==> src/hdl/lcd_drive_pkg.sv <==
// constants, field layouts and carrier types for the lcd multiplex drive timing block
package lcd_drive_pkg;

    // ****************************************
    // geometry and timing
    // ****************************************
    localparam int N_SEG       = 60;
    localparam int N_BP        = 4;
    localparam int FRAME_DIV   = 24;
    localparam int CORE_HZ     = 200_000_000;
    localparam int OSC_HZ      = 1536;
    localparam int OSC_DIV     = CORE_HZ / OSC_HZ;
    localparam int OSC_W       = 17;
    localparam int BLINK_BIT   = 4;

    // ****************************************
    // drive levels in sixths of the lcd supply
    // ****************************************
    typedef logic [2:0] lvl_t;
    localparam lvl_t LVL_VSS   = 3'h0;
    localparam lvl_t LVL_THIRD = 3'h2;
    localparam lvl_t LVL_HALF  = 3'h3;
    localparam lvl_t LVL_TWO3  = 3'h4;
    localparam lvl_t LVL_FULL  = 3'h6;

    typedef enum logic [1:0] {
        MODE_MUX4   = 2'b00,
        MODE_STATIC = 2'b01,
        MODE_MUX2   = 2'b10,
        MODE_MUX3   = 2'b11
    } mode_t;

    // ****************************************
    // register map
    // ****************************************
    localparam logic [11:0] ADDR_CTRL   = 12'h000;
    localparam logic [11:0] ADDR_STAT   = 12'h004;
    localparam logic [11:0] ADDR_RAM    = 12'h010;
    localparam logic [11:0] ADDR_RAM_HI = 12'h02c;
    localparam int          RAM_ROW_LSB = 3;
    localparam int          RAM_HALF    = 2;
    localparam int          RAM_LO_W    = 32;

    typedef struct packed {
        logic  blink;
        logic  enable;
        logic  half_bias;
        mode_t mode;
    } ctrl_t;
    localparam ctrl_t CTRL_RST = '{blink: 1'b0, enable: 1'b0, half_bias: 1'b0, mode: MODE_MUX4};

    typedef struct packed {
        logic [4:0] frames;
        logic       ext_clk;
        logic [2:0] step;
        ctrl_t      act;
    } stat_t;

    // ****************************************
    // apb carrier
    // ****************************************
    typedef struct packed {
        logic        psel;
        logic        penable;
        logic        pwrite;
        logic [11:0] paddr;
        logic [31:0] pwdata;
    } apb_req_t;

    typedef struct packed {
        logic        pready;
        logic        pslverr;
        logic [31:0] prdata;
    } apb_rsp_t;

endpackage : lcd_drive_pkg

==> src/hdl/lcd_multiplex_drive_timing.sv <==
// lcd multiplex drive timing: clock select, frame divider, cascade sync, level selection
//
// Operation
// [RULE_01] bias and multiplex follow mode and bias last written by the mode command
// [RULE_02] static mode: one backplane, two levels, segments fully on or off
// [RULE_03] 1:2 mode: two backplanes, half bias three levels or third bias four
// [RULE_04] 1:3 mode: three backplanes, third bias by default
// [RULE_05] 1:4 mode: four backplanes, third bias by default
// [RULE_06] half bias also accepted in 1:3 and 1:4 modes
// [RULE_07] bias fraction is one over one plus a, a is 1 or 2
// [RULE_08] everything timed by one working clock, internal or external
// [RULE_09] select strap low: internal oscillator runs and clock pin drives it out
// [RULE_10] select strap high: clock pin is the external clock input
// [RULE_11] frame rate is the working clock divided by 24
// [RULE_12] cascaded devices align frames through the shared sync line
// [RULE_13] display ram copied to display register and held during drive
// [RULE_14] each of 60 segments from backplane phase and its register bit
// [RULE_15] 1:4 mode: four backplanes each carry a distinct row phase
// [RULE_16] 1:3 mode: backplane 3 duplicates backplane 1
// [RULE_17] 1:2 mode: backplane 2 copies 0, backplane 3 copies 1
// [RULE_18] static mode: all four backplanes identical
// [RULE_19] system keeps the working clock running at all times
// [RULE_20] reset default: 1:4 mode, blinking off, display disabled
// [RULE_21] ram row k is multiplexed with backplane k
// [RULE_22] sync line is active low, both input and output
// [RULE_23] polarity alternates within each frame, zero net dc per element
// [RULE_24] frame counter steps one slot per active backplane and phase
`timescale 1ns/1ps

module lcd_multiplex_drive_timing #(
    parameter int OSC_DIV = lcd_drive_pkg::OSC_DIV
) (
    // clock and reset
    input  wire logic                      core_clk,
    input  wire logic                      rst_n,
    // apb slave
    input  wire lcd_drive_pkg::apb_req_t   apb_req,
    output lcd_drive_pkg::apb_rsp_t        apb_rsp,
    // clock source strap and clock pin
    input  wire logic                      osc_sel,
    input  wire logic                      clk_pin_in,
    output logic                           clk_pin_out,
    output logic                           clk_pin_oe,
    // cascade sync, open drain, active low
    input  wire logic                      sync_n_in,
    output logic                           sync_n_out,
    output logic                           sync_n_oe,
    // lcd drive levels
    output lcd_drive_pkg::lvl_t [3:0]      backplane_outputs,
    output lcd_drive_pkg::lvl_t [59:0]     segment_outputs
);

    // ****************************************
    // state
    // ****************************************
    typedef struct packed {
        lcd_drive_pkg::ctrl_t                   ctrl;
        lcd_drive_pkg::ctrl_t                   act;
        logic [3:0][lcd_drive_pkg::N_SEG-1:0]   ram;
        logic [3:0][lcd_drive_pkg::N_SEG-1:0]   disp;
        logic [2:0]                             step;
        logic [3:0]                             sub;
        logic [4:0]                             frames;
        logic [31:0]                            prdata;
        logic [lcd_drive_pkg::OSC_W-1:0]        osc_cnt;
        logic                                   wclk;
        logic                                   sync_drv;
        logic [2:0]                             clk_sy;
        logic [2:0]                             osc_sy;
        logic [2:0]                             syn_sy;
        logic                                   clk_lvl;
        logic                                   syn_lvl;
        logic [1:0]                             strap_cnt;
        logic                                   strap_done;
        logic                                   ext_sel;
        lcd_drive_pkg::lvl_t [3:0]              bp;
        lcd_drive_pkg::lvl_t [59:0]             seg;
    } st_t;

    st_t s_r;
    st_t s_nxt;

    // ****************************************
    // mode helpers
    // ****************************************
    function automatic logic [3:0] step_len(lcd_drive_pkg::mode_t m);
        case (m)
            lcd_drive_pkg::MODE_STATIC: step_len = 4'(lcd_drive_pkg::FRAME_DIV / 2);
            lcd_drive_pkg::MODE_MUX2:   step_len = 4'(lcd_drive_pkg::FRAME_DIV / 4);
            lcd_drive_pkg::MODE_MUX3:   step_len = 4'(lcd_drive_pkg::FRAME_DIV / 6);
            default:                    step_len = 4'(lcd_drive_pkg::FRAME_DIV / 8);
        endcase
    endfunction : step_len

    function automatic logic [2:0] last_step(lcd_drive_pkg::mode_t m);
        case (m)
            lcd_drive_pkg::MODE_STATIC: last_step = 3'h1;
            lcd_drive_pkg::MODE_MUX2:   last_step = 3'h3;
            lcd_drive_pkg::MODE_MUX3:   last_step = 3'h5;                 // RULE_04
            default:                    last_step = 3'h7;                 // RULE_05
        endcase
    endfunction : last_step

    // row that backplane k shows; unused backplanes mirror a live one
    function automatic logic [1:0] bp_row(lcd_drive_pkg::mode_t m, logic [1:0] k);
        case (m)
            lcd_drive_pkg::MODE_STATIC: bp_row = 2'h0;                  // RULE_18
            lcd_drive_pkg::MODE_MUX2:   bp_row = {1'b0, k[0]};          // RULE_17
            lcd_drive_pkg::MODE_MUX3:   bp_row = (k == 2'h3) ? 2'h1 : k; // RULE_16
            default:                    bp_row = k;                     // RULE_15
        endcase
    endfunction : bp_row

    // selected backplane swings full scale; others sit at the bias points
    function automatic lcd_drive_pkg::lvl_t bp_lvl(lcd_drive_pkg::ctrl_t c, logic sel,
                                                   logic ph);
        if (c.mode == lcd_drive_pkg::MODE_STATIC || sel)
            bp_lvl = ph ? lcd_drive_pkg::LVL_VSS : lcd_drive_pkg::LVL_FULL; // RULE_02
        else if (c.half_bias)
            bp_lvl = lcd_drive_pkg::LVL_HALF;                               // RULE_07
        else
            bp_lvl = ph ? lcd_drive_pkg::LVL_TWO3 : lcd_drive_pkg::LVL_THIRD;
    endfunction : bp_lvl

    function automatic lcd_drive_pkg::lvl_t seg_lvl(lcd_drive_pkg::ctrl_t c, logic on,
                                                    logic ph);
        if (on)
            seg_lvl = ph ? lcd_drive_pkg::LVL_FULL : lcd_drive_pkg::LVL_VSS;
        else if (c.mode == lcd_drive_pkg::MODE_STATIC)
            seg_lvl = ph ? lcd_drive_pkg::LVL_VSS : lcd_drive_pkg::LVL_FULL; // RULE_02
        else if (c.half_bias)
            seg_lvl = lcd_drive_pkg::LVL_HALF;                              // RULE_03 RULE_06
        else
            seg_lvl = ph ? lcd_drive_pkg::LVL_THIRD : lcd_drive_pkg::LVL_TWO3;
    endfunction : seg_lvl

    // ****************************************
    // combinational next state
    // ****************************************
    logic       tick;
    logic       frame_end;
    logic       sync_fall;
    logic       realign;
    logic       frame_start;
    logic       acc;
    logic       setup;
    logic       hit;
    logic [11:0] off;
    logic [1:0] row;
    logic       blank;

    always_comb begin
        s_nxt = s_r;
        off   = apb_req.paddr - lcd_drive_pkg::ADDR_RAM;
        row   = off[lcd_drive_pkg::RAM_ROW_LSB +: 2];

        // pin synchronisers; only stages 1 and 2 are compared
        s_nxt.clk_sy = {s_r.clk_sy[1:0], clk_pin_in};
        s_nxt.osc_sy = {s_r.osc_sy[1:0], osc_sel};
        s_nxt.syn_sy = {s_r.syn_sy[1:0], sync_n_in};
        if (s_r.clk_sy[1] == s_r.clk_sy[2])
            s_nxt.clk_lvl = s_r.clk_sy[2];
        if (s_r.syn_sy[1] == s_r.syn_sy[2])
            s_nxt.syn_lvl = s_r.syn_sy[2];
        sync_fall = (s_r.syn_sy[1] == s_r.syn_sy[2]) && !s_r.syn_sy[2] && s_r.syn_lvl;

        // strap taken once the synchroniser has filled after reset
        if (!s_r.strap_done) begin
            s_nxt.strap_cnt = s_r.strap_cnt + 2'h1;
            if (s_r.strap_cnt == 2'h3) begin
                s_nxt.strap_done = 1'b1;
                s_nxt.ext_sel    = s_r.osc_sy[2];
            end
        end

        // internal oscillator: square wave, tick on its rising half
        tick = 1'b0;
        if (s_r.strap_done && !s_r.ext_sel) begin                          // RULE_09
            s_nxt.osc_cnt = s_r.osc_cnt + 1'b1;
            if (s_r.osc_cnt == lcd_drive_pkg::OSC_W'(OSC_DIV / 2 - 1)) begin
                s_nxt.osc_cnt = '0;
                s_nxt.wclk    = !s_r.wclk;
                tick          = !s_r.wclk;
            end
        end else if (s_r.strap_done) begin                                 // RULE_10
            tick = (s_r.clk_sy[1] == s_r.clk_sy[2]) && s_r.clk_sy[2] && !s_r.clk_lvl;
        end

        // frame sequencer, 24 working clocks per frame
        frame_end = (s_r.step == last_step(s_r.act.mode))
                  && (s_r.sub == step_len(s_r.act.mode) - 4'h1);
        realign   = sync_fall && !s_r.sync_drv;                             // RULE_12
        frame_start = realign || (tick && frame_end);
        if (tick) begin                                                    // RULE_08
            s_nxt.sync_drv = 1'b0;
            s_nxt.sub      = s_r.sub + 4'h1;
            if (s_r.sub == step_len(s_r.act.mode) - 4'h1) begin            // RULE_11
                s_nxt.sub  = '0;
                s_nxt.step = s_r.step + 3'h1;                              // RULE_24
            end
        end
        if (frame_start) begin
            s_nxt.step     = '0;
            s_nxt.sub      = '0;
            s_nxt.sync_drv = !realign;                                     // RULE_22
            s_nxt.act      = s_r.ctrl;                                     // RULE_01
            s_nxt.disp     = s_r.ram;                                      // RULE_13
            s_nxt.frames   = s_r.frames + 5'h1;
        end

        // drive levels, disabled display parks everything at the supply
        blank = s_r.act.blink && s_r.frames[lcd_drive_pkg::BLINK_BIT];
        for (int k = 0; k < lcd_drive_pkg::N_BP; k++) begin
            s_nxt.bp[k] = bp_lvl(s_r.act, bp_row(s_r.act.mode, 2'(k)) == s_r.step[2:1],
                                 s_r.step[0]);                             // RULE_21 RULE_23
            if (!s_r.act.enable)
                s_nxt.bp[k] = lcd_drive_pkg::LVL_FULL;
        end
        for (int j = 0; j < lcd_drive_pkg::N_SEG; j++) begin
            s_nxt.seg[j] = seg_lvl(s_r.act, s_r.disp[s_r.step[2:1]][j] && !blank,
                                   s_r.step[0]);                           // RULE_14
            if (!s_r.act.enable)
                s_nxt.seg[j] = lcd_drive_pkg::LVL_FULL;
        end

        // apb: read data captured in setup, write taken in the access cycle
        setup = apb_req.psel && !apb_req.penable;
        acc   = apb_req.psel && apb_req.penable;
        hit   = (apb_req.paddr == lcd_drive_pkg::ADDR_CTRL)
             || (apb_req.paddr == lcd_drive_pkg::ADDR_STAT)
             || (apb_req.paddr >= lcd_drive_pkg::ADDR_RAM
                 && apb_req.paddr <= lcd_drive_pkg::ADDR_RAM_HI
                 && apb_req.paddr[1:0] == 2'h0);
        if (setup) begin
            s_nxt.prdata = '0;
            if (apb_req.paddr == lcd_drive_pkg::ADDR_CTRL)
                s_nxt.prdata = 32'(s_r.ctrl);
            else if (apb_req.paddr == lcd_drive_pkg::ADDR_STAT)
                s_nxt.prdata = 32'(lcd_drive_pkg::stat_t'({s_r.frames, s_r.ext_sel,
                                                           s_r.step, s_r.act}));
            else if (hit && off[lcd_drive_pkg::RAM_HALF])
                s_nxt.prdata = 32'(s_r.ram[row][lcd_drive_pkg::N_SEG-1:lcd_drive_pkg::RAM_LO_W]);
            else if (hit)
                s_nxt.prdata = s_r.ram[row][lcd_drive_pkg::RAM_LO_W-1:0];
        end
        if (acc && apb_req.pwrite && hit) begin
            if (apb_req.paddr == lcd_drive_pkg::ADDR_CTRL)
                s_nxt.ctrl = apb_req.pwdata[$bits(lcd_drive_pkg::ctrl_t)-1:0];
            else if (apb_req.paddr == lcd_drive_pkg::ADDR_STAT)
                s_nxt.ctrl = s_r.ctrl;
            else if (off[lcd_drive_pkg::RAM_HALF])
                s_nxt.ram[row][lcd_drive_pkg::N_SEG-1:lcd_drive_pkg::RAM_LO_W] =
                    apb_req.pwdata[lcd_drive_pkg::N_SEG-lcd_drive_pkg::RAM_LO_W-1:0];
            else
                s_nxt.ram[row][lcd_drive_pkg::RAM_LO_W-1:0] = apb_req.pwdata;
        end
    end

    // ****************************************
    // state register
    // ****************************************
    always_ff @(posedge core_clk or negedge rst_n) begin
        if (!rst_n) begin
            s_r          <= '0;
            s_r.ctrl     <= lcd_drive_pkg::CTRL_RST;                       // RULE_20
            s_r.act      <= lcd_drive_pkg::CTRL_RST;
            s_r.clk_sy   <= 3'h7;
            s_r.osc_sy   <= 3'h7;
            s_r.syn_sy   <= 3'h7;
            s_r.clk_lvl  <= 1'b1;
            s_r.syn_lvl  <= 1'b1;
            s_r.bp       <= {lcd_drive_pkg::N_BP{lcd_drive_pkg::LVL_FULL}};
            s_r.seg      <= {lcd_drive_pkg::N_SEG{lcd_drive_pkg::LVL_FULL}};
        end else begin
            s_r <= s_nxt;
        end
    end

    // ****************************************
    // outputs
    // ****************************************
    assign apb_rsp.pready    = acc;
    assign apb_rsp.pslverr   = acc && !hit;
    assign apb_rsp.prdata    = s_r.prdata;
    assign clk_pin_out       = s_r.wclk;
    assign clk_pin_oe        = s_r.strap_done && !s_r.ext_sel;            // RULE_09 RULE_10
    assign sync_n_out        = 1'b0;
    assign sync_n_oe         = s_r.sync_drv;                               // RULE_22
    assign backplane_outputs = s_r.bp;
    assign segment_outputs   = s_r.seg;

    // ****************************************
    // assertions
    // ****************************************
    localparam int FRAME_LAST = lcd_drive_pkg::FRAME_DIV - 1;
    logic [4:0] ticks_r;
    always_ff @(posedge core_clk or negedge rst_n) begin
        if (!rst_n)
            ticks_r <= '0;
        else if (frame_start)
            ticks_r <= '0;
        else if (tick)
            ticks_r <= ticks_r + 5'h1;
    end

    logic [3:0] full_bp;
    for (genvar g = 0; g < lcd_drive_pkg::N_BP; g++) begin : g_full_bp
        assign full_bp[g] = backplane_outputs[g] inside {lcd_drive_pkg::LVL_VSS,
                                                          lcd_drive_pkg::LVL_FULL};
    end
endmodule : lcd_multiplex_drive_timing

==> config.mk <==
export PLATFORM = sky130hd
export DESIGN_NAME = lcd_multiplex_drive_timing
export DESIGN_NICKNAME = d
export VERILOG_FILES = /design/src/hdl/lcd_drive_pkg.sv /design/src/hdl/lcd_multiplex_drive_timing.sv
export SDC_FILE = /design/constraint.sdc
export NUM_CORES = 1
export LEC_CHECK = 0
export BUFFER_PORTS_ARGS = -buffer_cell sky130_fd_sc_hd__buf_2
export CAP_MARGIN = 20
export CORE_MARGIN = 2
export CORE_UTILIZATION = 50
export DETAILED_ROUTE_END_ITERATION = 8
export GPL_ROUTABILITY_DRIVEN = 0
export PLACE_DENSITY = 0.8
export RECOVER_POWER = 100
export SETUP_SLACK_MARGIN = 0.05
export SYNTH_ARGS = -nofsm -noshare
export SYNTH_HDL_FRONTEND = slang
export SYNTH_SLANG_ARGS = --single-unit
==> constraint.sdc <==
create_clock -name core_clk -period 4 [get_ports core_clk]
set_input_delay 0.4 -clock core_clk [delete_from_list [all_inputs] [get_ports core_clk]]
set_output_delay 0.4 -clock core_clk [all_outputs]
set_load 0.005 [all_outputs]
==> flow_summary.json <==
{
  "antenna_found_initial": 15,
  "finalSetupTns_ns": 0,
  "ys.flop_type": "dfrtp_1",
  "clkPwrFrac_pct": 44.0,
  "p_per_area_nw_per_um2": 429,
  "nets": 2537,
  "worstReg2RegStart": "s_r[269]",
  "dp_slack_ns": 0.894,
  "postRouteWirelength_um": 82300,
  "period_share_pct": 86.2,
  "slew_headroom_pct": -49.0,
  "postCtsSetupBuffers": 0,
  "max_cap_violations": 4,
  "yosys_warnings": 0,
  "vdd_drop_max_v": 0.000307,
  "grt_usage_pct": 23.6,
  "drc_errors": 0,
  "grt_pass1_wl_um": 127000,
  "die_area_um2": 70000,
  "drive_above_1_share_pct": 38.6,
  "routed_via_density": 5.95,
  "p_int_mw": 12.0,
  "synth_edf_count": 0,
  "cts_buffers": 71,
  "syn_area_um2": 34000,
  "cts.reportedPaths.clkPinSlew_ns": 0.06,
  "sw_frac_of_total_pct": 23.3,
  "drt_iter0_markers": 1896,
  "synth_nets": 2521,
  "drt.antenna.violating_nets": 0,
  "fin_util_pct": 54.5,
  "cts.sinks": 760,
  "ff2ff_path_depth": 6,
  "cp.required_ns": 4.51,
  "firstDrtPassIters": 5,
  "netlist.area_leader.share_pct": 45.8,
  "post-route-min-period_ns": 3.45,
  "pwr-share-comb_pct": 5.9,
  "cts_root_buffer": "clkbuf_16",
  "cts.path.max_buffers": 3,
  "r2r-end": "segment_outputs[82]",
  "violations": "capacitance limit, slew limit",
  "portBuffers": 280,
  "status": "complete, but fails checks",
  "skew_ns": 0.0336,
  "synthArstFlopShare_pct": 100,
  "hold_violations": 0,
  "fp-row-count": 95,
  "wire_per_inst_um": 24.1,
  "seq_power_share_pct": 50.2,
  "grt_pass1_vias": 21118,
  "tightest_slew_ns": 2.24,
  "worstHoldEndpoint": "s_r[599]",
  "vias": 20279,
  "avgSynthCellArea_um2": 13.8,
  "cts_tree": "done",
  "p_switching_mw": 3.65,
  "cp.arrival_ns": 3.95,
  "grt.overflow.total": 0,
  "htreeDepth": 3,
  "synth-seq-cells": 760,
  "reg2reg_slack_ns": 0.55,
  "rsz0062_at_grt": "no",
  "synth_common_cells": "dfrtp_1 (621), mux2_2 (403), nand2_1 (245), buf_4 (226), dfstp_2 (139)",
  "dpl.hpwl_um": 53700,
  "core-area_um2": 67200,
  "synth_top_area_cell": "dfrtp_1",
  "p_total_mw": 15.7,
  "slew_viol_final": 189,
  "min_from": "apb_req[29]",
  "crit_fanout": 42,
  "setup-violations-final": 0,
  "io_pins": 282,
  "dieWidth_um": 265,
  "start_util_pct": 50.6,
  "p_leak_nw": 17.2,
  "synth.most_common_cell": "dfrtp_1",
  "synthTopCellsByArea": "dfrtp_1 (46%), mux2_2 (13%), dfstp_2 (11%)",
  "hold_path_class": "primary input to register",
  "end_kind": "register",
  "max_freq_mhz": 290,
  "grt_max_degree": 133,
  "area_growth_pct": 7.76,
  "critPathKind": "register to register",
  "clock_latency_ns": 0.63,
  "start_kind": "register",
  "hold_depth": 2,
  "setup_ws_ns": 0.552,
  "seq_area_frac_synth_pct": 56.5,
  "hold-worst-slack_ns": 0.0639,
  "synth.distinct_cells": 55,
  "dieHeight_um": 265,
  "postSynthCellCount": 2458
}
==> cell families after synthesis <==
family                   count (synthesis)  synth area share, %
XOR/XNOR                                25                0.645
adder cells (fa/ha/maj)                 11                0.405
flip-flops                             760                 56.5
AND/OR/NAND/NOR                        354                 4.56
buffers and inverters                  389                 7.49
other                                    1               0.0110
AO/OA/AOI/OAI                          287                 5.52
multiplexers                           631                 24.8
==> registers in the layout, indices dropped and copies added, names as in the netlist <==
register	flops
backplane_outputs	12
s_r	528
segment_outputs	180
sync_n_oe	1
apb_rsp	32
clk_pin_out	1
s_nxt	6
==> per-layer routing <==
metal / part of all wire, % / track usage [%] / vias up
li1: - / - / 8608
met1: 41 / 31.2 / 10667
met2: 48 / 38.1 / 815
met3: 8.1 / 5.93 / 173
met4: 3.0 / 8.34 / 16
met5: 0.14 / 0 / -
==> layout make-up <==
| cell class | count | area [µm²] |
|---|---|---|
| Tap cell | 873 | 1090 |
| Clock inverter | 14 | 143 |
| Sequential cell | 760 | 19200 |
| Inverter | 5 | 20.0 |
| Antenna cell | 5 | 12.5 |
| Fill cell | 5236 | 30600 |
| Clock buffer | 116 | 2250 |
| Multi-Input combinational cell | 1309 | 12200 |
| Timing Repair Buffer | 327 | 1630 |
==> cell usage in the layout (no fill, tap or decap), drive strengths merged, types with 11 or more instances in the layout <==
master  count
nand3      18
o211ai    122
clkinv     11
dfstp     139
mux2      494
nand2     245
nor2       34
mux2i      17
dfrtp     621
buf       186
o21ai      44
o22ai      16
xor2       12
clkbuf    253
xnor2      13
mux4      120
o31ai      16
a21oi      74
ha         11
==> through the flow <==
stage,instances,cell area (µm²)
after CTS,3404,36800
after global routing,3407,36600
after floorplan,2458,34000
after detailed placement,3270,34400
after global placement,3270,34400
final,3409,36600
==> power by group through the flow <==
stage / combinational (mW) / clock [mW] / sequential (mW)
2_1_floorplan: 0.576 / 0 / 7.97
3_3_place_gp: 0.885 / 0 / 7.99
3_5_place_dp: 0.923 / 0 / 8.00
4_1_cts: 0.933 / 6.95 / 7.87
5_1_grt: 1.03 / 7.30 / 7.87
6_report: 0.920 / 6.90 / 7.87
==> critical path, stage by stage, from the launching register on <==
cell	delay, ns
dfrtp_2	0.36
clkbuf_2	1.09
clkbuf_2	0.86
mux4_2	0.49
nand2_1	0.20
nand2_1	0.09
o211ai_1	0.17
==> timing repair <==
action,4_1_cts,5_1_grt
hold endpoints to repair,80,0
hold buffers,4,0
gates resized for setup,0,0
==> worst max-delay path by stage <==
stage                            from                   to  slack [ns]  cells after the start
after floorplan              s_r[750]             s_r[496]        1.47                      8
after global placement       s_r[268]             s_r[321]        0.96                      5
after detailed placement     s_r[750]             s_r[408]        0.89                      7
after CTS                    s_r[268]             s_r[400]        0.87                      5
after global routing      apb_req[35]          apb_rsp[12]        0.40                      6
final                        s_r[269]  segment_outputs[82]        0.55                      6
(Power assumes the default switching activity.)
